==> src/gpf_pkg.sv <==
// Purpose: Shared constants for the general-purpose pin function block
// Assumes: Byte-wide register port, 12-bit address
// Notes:   Registers hold four pin bits in the low nibble
package gpf_pkg;
  localparam int          NPINS          = 4;
  localparam int          AW             = 12;
  localparam int          DW             = 8;
  // Register offsets
  localparam logic [11:0] OFS_DIR        = 12'h030;
  localparam logic [11:0] OFS_ISEL2      = 12'h031;
  localparam logic [11:0] OFS_ISEL1      = 12'h032;
  localparam logic [11:0] OFS_ISEL0      = 12'h033;
  localparam logic [11:0] OFS_OSEL2      = 12'h034;
  localparam logic [11:0] OFS_OSEL1      = 12'h035;
  localparam logic [11:0] OFS_OSEL0      = 12'h036;
  localparam logic [11:0] OFS_RSVD       = 12'h037;
  localparam logic [11:0] OFS_OVAL       = 12'h038;
  localparam logic [11:0] OFS_IVAL       = 12'h20c;
  // Field position: pin n sits at bit n of the low nibble
  localparam int          PIN_LSB        = 0;
  // Reset values
  localparam logic [3:0]  RST_DIR        = 4'h0;
  localparam logic [3:0]  RST_ISEL2      = 4'h0;
  localparam logic [3:0]  RST_ISEL1      = 4'h0;
  localparam logic [3:0]  RST_ISEL0      = 4'hf;
  localparam logic [3:0]  RST_OUTPUT_ENABLE_CONTROL       = 4'h0;
  localparam logic [3:0]  RST_OVAL       = 4'h0;
  // Function codes
  localparam logic [2:0]  FN_PLAIN       = 3'h0;
  localparam logic [2:0]  FN_DEDICATED   = 3'h1;
  // Pins that own a dedicated input function
  localparam int          PIN_OE1        = 1;
  localparam int          PIN_REFSEL     = 2;
  // Synchroniser depth
  localparam int          SYNC_STAGES    = 2;
endpackage

==> src/gpf_cfg_if.sv <==
// Purpose: Carries pin configuration from the register file to the pin logic
// Assumes: Single clock domain
// Notes:   Selector fields are reassembled per pin
interface gpf_cfg_if;
  logic [3:0]  dir;
  logic [11:0] in_fn;
  logic [11:0] out_fn;
  logic [3:0]  out_val;
  modport regs (output dir, output in_fn, output out_fn, output out_val);
  modport pins (input dir, input in_fn, input out_fn, input out_val);
endinterface

==> src/gpf_sync.sv <==
// Purpose: Two-flop synchroniser for the four pin levels
// Assumes: Pins are asynchronous to clk
// Notes:   Only the second stage is visible outside
module gpf_sync #(
  parameter int WIDTH = gpf_pkg::NPINS
) (
  // Clock and reset
  input  wire logic             clk,
  input  wire logic             reset,
  // Levels
  input  wire logic [WIDTH-1:0] d,
  output logic      [WIDTH-1:0] q
);
  typedef struct packed {
    logic [WIDTH-1:0] meta;
    logic [WIDTH-1:0] sync;
  } gpf_sync_t;

  gpf_sync_t s_r;
  gpf_sync_t s_nxt;

  // First stage feeds only the second
  always_comb begin
    s_nxt      = s_r;
    s_nxt.meta = d;
    s_nxt.sync = s_r.meta;
  end

  always_ff @(posedge clk) begin
    if (reset) begin
      s_r <= '0;
    end else begin
      s_r <= s_nxt;
    end
  end

  assign q = s_r.sync;
endmodule

==> src/gpf_top.sv <==
// Purpose: Configuration and readback for four general-purpose pins
// Assumes: clk at 250 MHz, synchronous active-high reset
// Notes:   Register read data appear the cycle after the read strobe
//
// Function
// - One direction bit per pin, 0 input, 1 output, reset to input
// - Synchronised plain-input pin levels readable at 0x20c, one bit per pin
// - Three-bit input selector per pin, active only in input mode
// - Selector 000 passes the pin level into its input value bit
// - Pin 2 selector 001, its reset value, drives manual reference select
// - Pin 1 selector 001, its reset value, drives output enable bit 1
// - Pin 3 has no dedicated input; 001 there is reserved
// - Selector bits spread by significance over 0x31-0x36, values at 0x38
// - Output mode with selector 000 drives the output value bit
//
// Design decision made here: the address-and-strobe port.
module gpf_top (
  // Clock and reset
  input  wire logic        clk,
  input  wire logic        reset,
  // Register port
  input  wire logic [11:0] reg_addr,
  input  wire logic [7:0]  reg_wdata,
  input  wire logic        reg_wr,
  input  wire logic        reg_rd,
  output logic      [7:0]  reg_rdata,
  // Pins
  input  wire logic [3:0]  pin_in,
  output logic      [3:0]  pin_out,
  output logic      [3:0]  pin_oe,
  // Dedicated functions
  input  wire logic [3:0]  status_flags,
  output logic             manual_reference_select,
  output logic             manual_reference_select_valid,
  output logic             output_enable_control_1,
  output logic             output_enable_control_1_valid
);
  typedef struct packed {
    logic [3:0] dir;
    logic [3:0] isel2;
    logic [3:0] isel1;
    logic [3:0] isel0;
    logic [3:0] osel2;
    logic [3:0] osel1;
    logic [3:0] osel0;
    logic [3:0] oval;
    logic [3:0] ival;
    logic [7:0] rdata;
    logic [3:0] pout;
    logic [3:0] poe;
    logic       refsel;
    logic       refsel_vld;
    logic       oe1;
    logic       oe1_vld;
  } gpf_state_t;

  gpf_state_t st_r;
  gpf_state_t st_nxt;
  logic [3:0] pin_sync;

  gpf_cfg_if cfg ();

  // Pin levels cross into clk before anything reads them
  gpf_sync #(
    .WIDTH (gpf_pkg::NPINS)
  ) u_sync (
    .clk   (clk),
    .reset (reset),
    .d     (pin_in),
    .q     (pin_sync)
  );

  // Gather one pin's selector from the three significance registers
  function automatic logic [2:0] pin_fn(input logic [3:0] b2, input logic [3:0] b1,
                                        input logic [3:0] b0, input int n);
    pin_fn = {b2[n], b1[n], b0[n]};
  endfunction

  // Per-pin configuration view
  generate
    for (genvar n = 0; n < gpf_pkg::NPINS; n++) begin : g_cfg
      assign cfg.in_fn[3*n +: 3]  = pin_fn(st_r.isel2, st_r.isel1, st_r.isel0, n);
      assign cfg.out_fn[3*n +: 3] = pin_fn(st_r.osel2, st_r.osel1, st_r.osel0, n);
    end
  endgenerate
  assign cfg.dir     = st_r.dir;
  assign cfg.out_val = st_r.oval;

  // Next-state: register writes, readback, pin functions
  always_comb begin
    logic [3:0] rd_nib;
    logic       hit;
    logic [2:0] fn;
    rd_nib = 4'h0;
    hit    = 1'b1;
    fn     = 3'h0;
    st_nxt = st_r;

    // Writes keep only the pin nibble; upper bits are not stored
    if (reg_wr) begin
      case (reg_addr)
        gpf_pkg::OFS_DIR:   st_nxt.dir   = reg_wdata[3:0];
        gpf_pkg::OFS_ISEL2: st_nxt.isel2 = reg_wdata[3:0];
        gpf_pkg::OFS_ISEL1: st_nxt.isel1 = reg_wdata[3:0];
        gpf_pkg::OFS_ISEL0: st_nxt.isel0 = reg_wdata[3:0];
        gpf_pkg::OFS_OSEL2: st_nxt.osel2 = reg_wdata[3:0];
        gpf_pkg::OFS_OSEL1: st_nxt.osel1 = reg_wdata[3:0];
        gpf_pkg::OFS_OSEL0: st_nxt.osel0 = reg_wdata[3:0];
        gpf_pkg::OFS_OVAL:  st_nxt.oval  = reg_wdata[3:0];
        default: ;                            // Read-only and unmapped ignore writes
      endcase
    end

    // Read mux; reserved bits return zero
    case (reg_addr)
      gpf_pkg::OFS_DIR:   rd_nib = st_r.dir;
      gpf_pkg::OFS_ISEL2: rd_nib = st_r.isel2;
      gpf_pkg::OFS_ISEL1: rd_nib = st_r.isel1;
      gpf_pkg::OFS_ISEL0: rd_nib = st_r.isel0;
      gpf_pkg::OFS_OSEL2: rd_nib = st_r.osel2;
      gpf_pkg::OFS_OSEL1: rd_nib = st_r.osel1;
      gpf_pkg::OFS_OSEL0: rd_nib = st_r.osel0;
      gpf_pkg::OFS_OVAL:  rd_nib = st_r.oval;
      gpf_pkg::OFS_IVAL:  rd_nib = st_r.ival;
      default:            hit    = 1'b0;          // Unmapped and 0x37 read zero
    endcase
    st_nxt.rdata = (reg_rd && hit) ? {4'h0, rd_nib} : 8'h00;

    // Pin behaviour, one pin at a time
    for (int n = 0; n < gpf_pkg::NPINS; n++) begin
      if (cfg.dir[n]) begin
        // Output mode: plain output from value bit, code 001 a status flag
        fn            = cfg.out_fn[3*n +: 3];
        st_nxt.poe[n] = 1'b1;
        if (fn == gpf_pkg::FN_PLAIN) begin
          st_nxt.pout[n] = cfg.out_val[n];
        end else if (fn == gpf_pkg::FN_DEDICATED) begin
          st_nxt.pout[n] = status_flags[n];
        end else begin
          st_nxt.pout[n] = 1'b0;                    // Reserved codes drive low
        end
      end else begin
        fn             = cfg.in_fn[3*n +: 3];
        st_nxt.poe[n]  = 1'b0;
        st_nxt.pout[n] = 1'b0;
        // Input value holds its last level when the pin is not plain input
        if (fn == gpf_pkg::FN_PLAIN) begin
          st_nxt.ival[n] = pin_sync[n];
        end
      end
    end

    // Dedicated inputs: only in input mode with code 001
    st_nxt.refsel_vld = !st_r.dir[gpf_pkg::PIN_REFSEL] &&
                        cfg.in_fn[3*gpf_pkg::PIN_REFSEL +: 3] == gpf_pkg::FN_DEDICATED;
    st_nxt.refsel     = st_nxt.refsel_vld ? pin_sync[gpf_pkg::PIN_REFSEL] : 1'b0;
    st_nxt.oe1_vld    = !st_r.dir[gpf_pkg::PIN_OE1] &&
                        cfg.in_fn[3*gpf_pkg::PIN_OE1 +: 3] == gpf_pkg::FN_DEDICATED;
    st_nxt.oe1        = st_nxt.oe1_vld ? pin_sync[gpf_pkg::PIN_OE1] : 1'b0;
    // Pin 3 and pin 0 carry no dedicated input here; code 001 there does nothing
  end

  // State register; input selector bit 0 resets high giving 001 on every pin
  always_ff @(posedge clk) begin
    if (reset) begin
      st_r       <= '0;
      st_r.dir   <= gpf_pkg::RST_DIR;
      st_r.isel2 <= gpf_pkg::RST_ISEL2;
      st_r.isel1 <= gpf_pkg::RST_ISEL1;
      st_r.isel0 <= gpf_pkg::RST_ISEL0;
      st_r.osel2 <= gpf_pkg::RST_OUTPUT_ENABLE_CONTROL;
      st_r.osel1 <= gpf_pkg::RST_OUTPUT_ENABLE_CONTROL;
      st_r.osel0 <= gpf_pkg::RST_OUTPUT_ENABLE_CONTROL;
      st_r.oval  <= gpf_pkg::RST_OVAL;
    end else begin
      st_r <= st_nxt;
    end
  end

  // Outputs straight from flops
  assign reg_rdata                     = st_r.rdata;
  assign pin_out                       = st_r.pout;
  assign pin_oe                        = st_r.poe;
  assign manual_reference_select       = st_r.refsel;
  assign manual_reference_select_valid = st_r.refsel_vld;
  assign output_enable_control_1       = st_r.oe1;
  assign output_enable_control_1_valid = st_r.oe1_vld;
endmodule

==> config.mk <==
export PLATFORM = sky130hd
export DESIGN_NAME = gpf_top
export DESIGN_NICKNAME = d
export VERILOG_FILES = /design/src/gpf_pkg.sv /design/src/gpf_cfg_if.sv /design/src/gpf_sync.sv /design/src/gpf_top.sv
export SDC_FILE = /design/constraint.sdc
export NUM_CORES = 1
export LEC_CHECK = 0
export ABC_CLOCK_PERIOD_IN_PS = 1600
export BUFFER_PORTS_ARGS = -buffer_cell sky130_fd_sc_hd__buf_2
export CORE_UTILIZATION = 57
export CTS_BUF_LIST = sky130_fd_sc_hd__clkbuf_2
export CTS_CLUSTER_DIAMETER = 50
export DETAILED_ROUTE_END_ITERATION = 12
export PLACE_DENSITY_LB_ADDON = 0.08
export SLEW_MARGIN = 0
export SYNTH_ARGS = -nofsm -noshare
export SYNTH_HDL_FRONTEND = slang
export SYNTH_SLANG_ARGS = --single-unit
==> constraint.sdc <==
create_clock -name clk -period 1.6 [get_ports clk]
set_input_delay 0.32 -clock clk [delete_from_list [all_inputs] [get_ports clk]]
set_output_delay 0.32 -clock clk [all_outputs]
set_load 0.01 [all_outputs]
==> flow_summary.toml <==
[outcome]
outcome = "finished, final reports clean"

[route]
via_per_inst = 5.41
first_pass_iters = 5
drc = 0
routed_wl_um = 6020
num_vias = 2192
drt_iter0_drc = 145
wire_per_inst_um = 14.9
drt.antenna.violating_nets = 0

[clock_network]
cts_resized = 0
clk_transition_reported_paths_ps = 150
clock_sinks = 60
cts_buffers = 9
cts_tree = "yes"
ctsHtreeMaxLevel = 3
post-cts-setup-buffers = 0
cts_buffer_depth = 2
ctsHoldBuffers = 0
root_buffer = "clkbuf_2"
worst_skew_pair.late_latency_ps = 470

[grt]
grt_pass1_vias = 2136
grt_usage_pct = 25.9
grt_overflow = 0
antenna_found_initial = 0
grt_max_degree = 34
grt_pass1_wl_um = 9960

[setup_path]
regToRegStartpoint = "cfg.in_fn[6]"
path_class = "input pin to register"
reg2reg_depth = 3
cp.arrival_ps = 1700
required_ps = 1980
cp-end-kind = "register"
startpoint_type = "input pin"
cp_max_fo = 5
r2r-end = "reg_rdata[2]"
r2r_slack_ps = 340

[floorplanning]
start_util_pct = 59.3
core_area_um2 = 4720
rows = 25
die_w_um = 72.1
ioPinCount = 52
die_height_um = 72.1
die_area_um2 = 5200

[logic_synthesis]
ys_async_sr_fraction_pct = 0
netlist_area_um2 = 2800
yosys-top-cells-area = "dfxtp_1 (43%), mux2i_1 (13%), nand2b_1 (5.6%)"
synth_cell_type_count = 44
syn_inst = 271
synth_area_leader_cell = "dfxtp_1"
ys.flop_type = "dfxtp_1"
synth_seq_area_share_pct = 42.9
postSynthAreaPerCell_um2 = 10.3
ys_ff_latch = 60
synth_edf_count = 0
synth.top_cell.area_share_pct = 42.9
yosys_warnings = 0

[worst_hold_path]
worstHoldStart = "pin_in[1]"
hp-class = "input pin to register"
hold_depth = 2
whs_endpoint = "u_sync.s_nxt[1]"

[timing]
max-slew-margin-rel_pct = 65.4
fmax_mhz = 757
rsz0062_at_grt = "false"
setup_violations = 0
setup_ws_ps = 280
setup_tns_ps = 0
min_period_ps = 1320
drv_slew = 0
final.setup_skew_ps = 15.8
hold_viol_final = 0
fin_crit_sh_pct = 82.5
worstMarginPinSlew_ps = 519

[power_and_ir_drop]
pwr-share-seq_pct = 62.6
p_int_mw = 1.80
power_switching_mw = 0.616
clockPowerShare_pct = 27.9
p_leak_nw = 1.30
p_comb_share_pct = 9.6
p_sw_share_pct = 25.5
p_per_area_nw_per_um2 = 739
ir_drop_mv = 0.507

[cells_and_area]
nNetsFinal = 366
layout_commonest_cell = "dfxtp_1"
fill_cells = 397
final_util_pct = 69.2
drive_gt1_share_pct = 31.1
seq_area_um2 = 1200
final_cell_mix = "dfxtp_1 (60), buf_2 (43), buf_4 (36), mux2i_1 (35), nand2b_1 (25)"
area_growth_pct = 16.6
multiInputGateArea_um2 = 1400
insertedDiodeCount = 0

[run]
drv_cap = 0

[place]
hpwlAfterDp_um = 4490
numPortBuffers = 43
dp_slack_ps = -174
finalWeightedCongestion = 0.867
-- power groups by stage --
stage | Combinational (mW) | Clock (mW) | Sequential, mW
after global routing | 0.251 | 0.764 | 1.51
after detailed placement | 0.230 | 0 | 1.54
final | 0.231 | 0.673 | 1.51
after floorplan | 0.129 | 0 | 1.55
after global placement | 0.228 | 0 | 1.54
after CTS | 0.231 | 0.692 | 1.51
-- worst max-delay path by stage --
stage,startpoint,endpoint,slack (ps),depth (start not counted)
after global routing,reg_addr[6],cfg.in_fn[2],220,6
after CTS,reg_rdata[1],reg_rdata[1],310,1
after global placement,reg_addr[6],cfg.in_fn[9],-150,6
after floorplan,reg_addr[0],cfg.out_fn[11],120,6
after detailed placement,reg_addr[6],cfg.in_fn[6],-170,6
final,reg_addr[6],cfg.in_fn[2],280,6
-- synthesized netlist by cell type (4+ instances only) --
library cell / number
nor2_1: 18
nand3b_1: 11
mux2i_1: 35
nor2b_1: 13
nand2b_1: 25
nand3_1: 5
nor4_1: 7
o31ai_1: 5
o21ai_1: 9
a32oi_1: 4
nor4b_1: 6
dfxtp_1: 60
a21oi_1: 5
clkbuf_1: 8
buf_4: 17
-- metrics by stage --
| stage | hold WS, ps | power, mW | std cells | area (um^2) |
|---|---|---|---|---|
| 5_1_grt | 15.8 | 2.53 | 405 | 3270 |
| 3_5_place_dp | 426 | 1.77 | 390 | 3200 |
| 6_report | 61.5 | 2.42 | 405 | 3270 |
| 2_1_floorplan | 414 | 1.67 | 274 | 2810 |
| 3_3_place_gp | 416 | 1.77 | 390 | 3200 |
| 4_1_cts | 32.9 | 2.44 | 405 | 3270 |
-- state kept, by name, summed over array words and instances (netlist names), 4 cells and up --
name / flops
cfg.dir: 4
cfg.in_fn: 12
cfg.out_fn: 12
cfg.out_val: 4
pin_oe: 4
pin_out: 4
reg_rdata: 4
st_r: 4
u_sync.q: 4
u_sync.s_nxt: 4
-- layout make-up --
type | instances | share of cell area, %
Timing Repair Buffer | 80 | 15.5
Multi-Input combinational cell | 182 | 43.0
Inverter | 1 | 0.115
Clock buffer | 10 | 1.53
Clock inverter | 5 | 0.613
Tap cell | 67 | 2.57
Sequential cell | 60 | 36.8
-- cells by family after synthesis --
logic type             Yosys count  synth area share, %
multiplexers                    39                 15.4
buffers and inverters           32                 7.45
other                            1                0.134
AND/OR/NAND/NOR                107                 26.7
flip-flops                      60                 42.9
AO/OA/AOI/OAI                   32                 7.46
-- layer usage --
layer	global-route usage [%]	up-vias	part of all wire [%]
met2	40.5	66	46
li1	-	1088	-
met5	0	-	0
met3	6.94	11	5.0
met4	13.1	0	2.2
met1	33.1	1027	47
-- critical path: stages --
cell,delay (ps)
buf_2,120
nor4_4,360
nand4_1,230
buf_4,220
nor2_4,220
mux2i_1,220
Note: power is estimated with default switching activity, not from simulation.
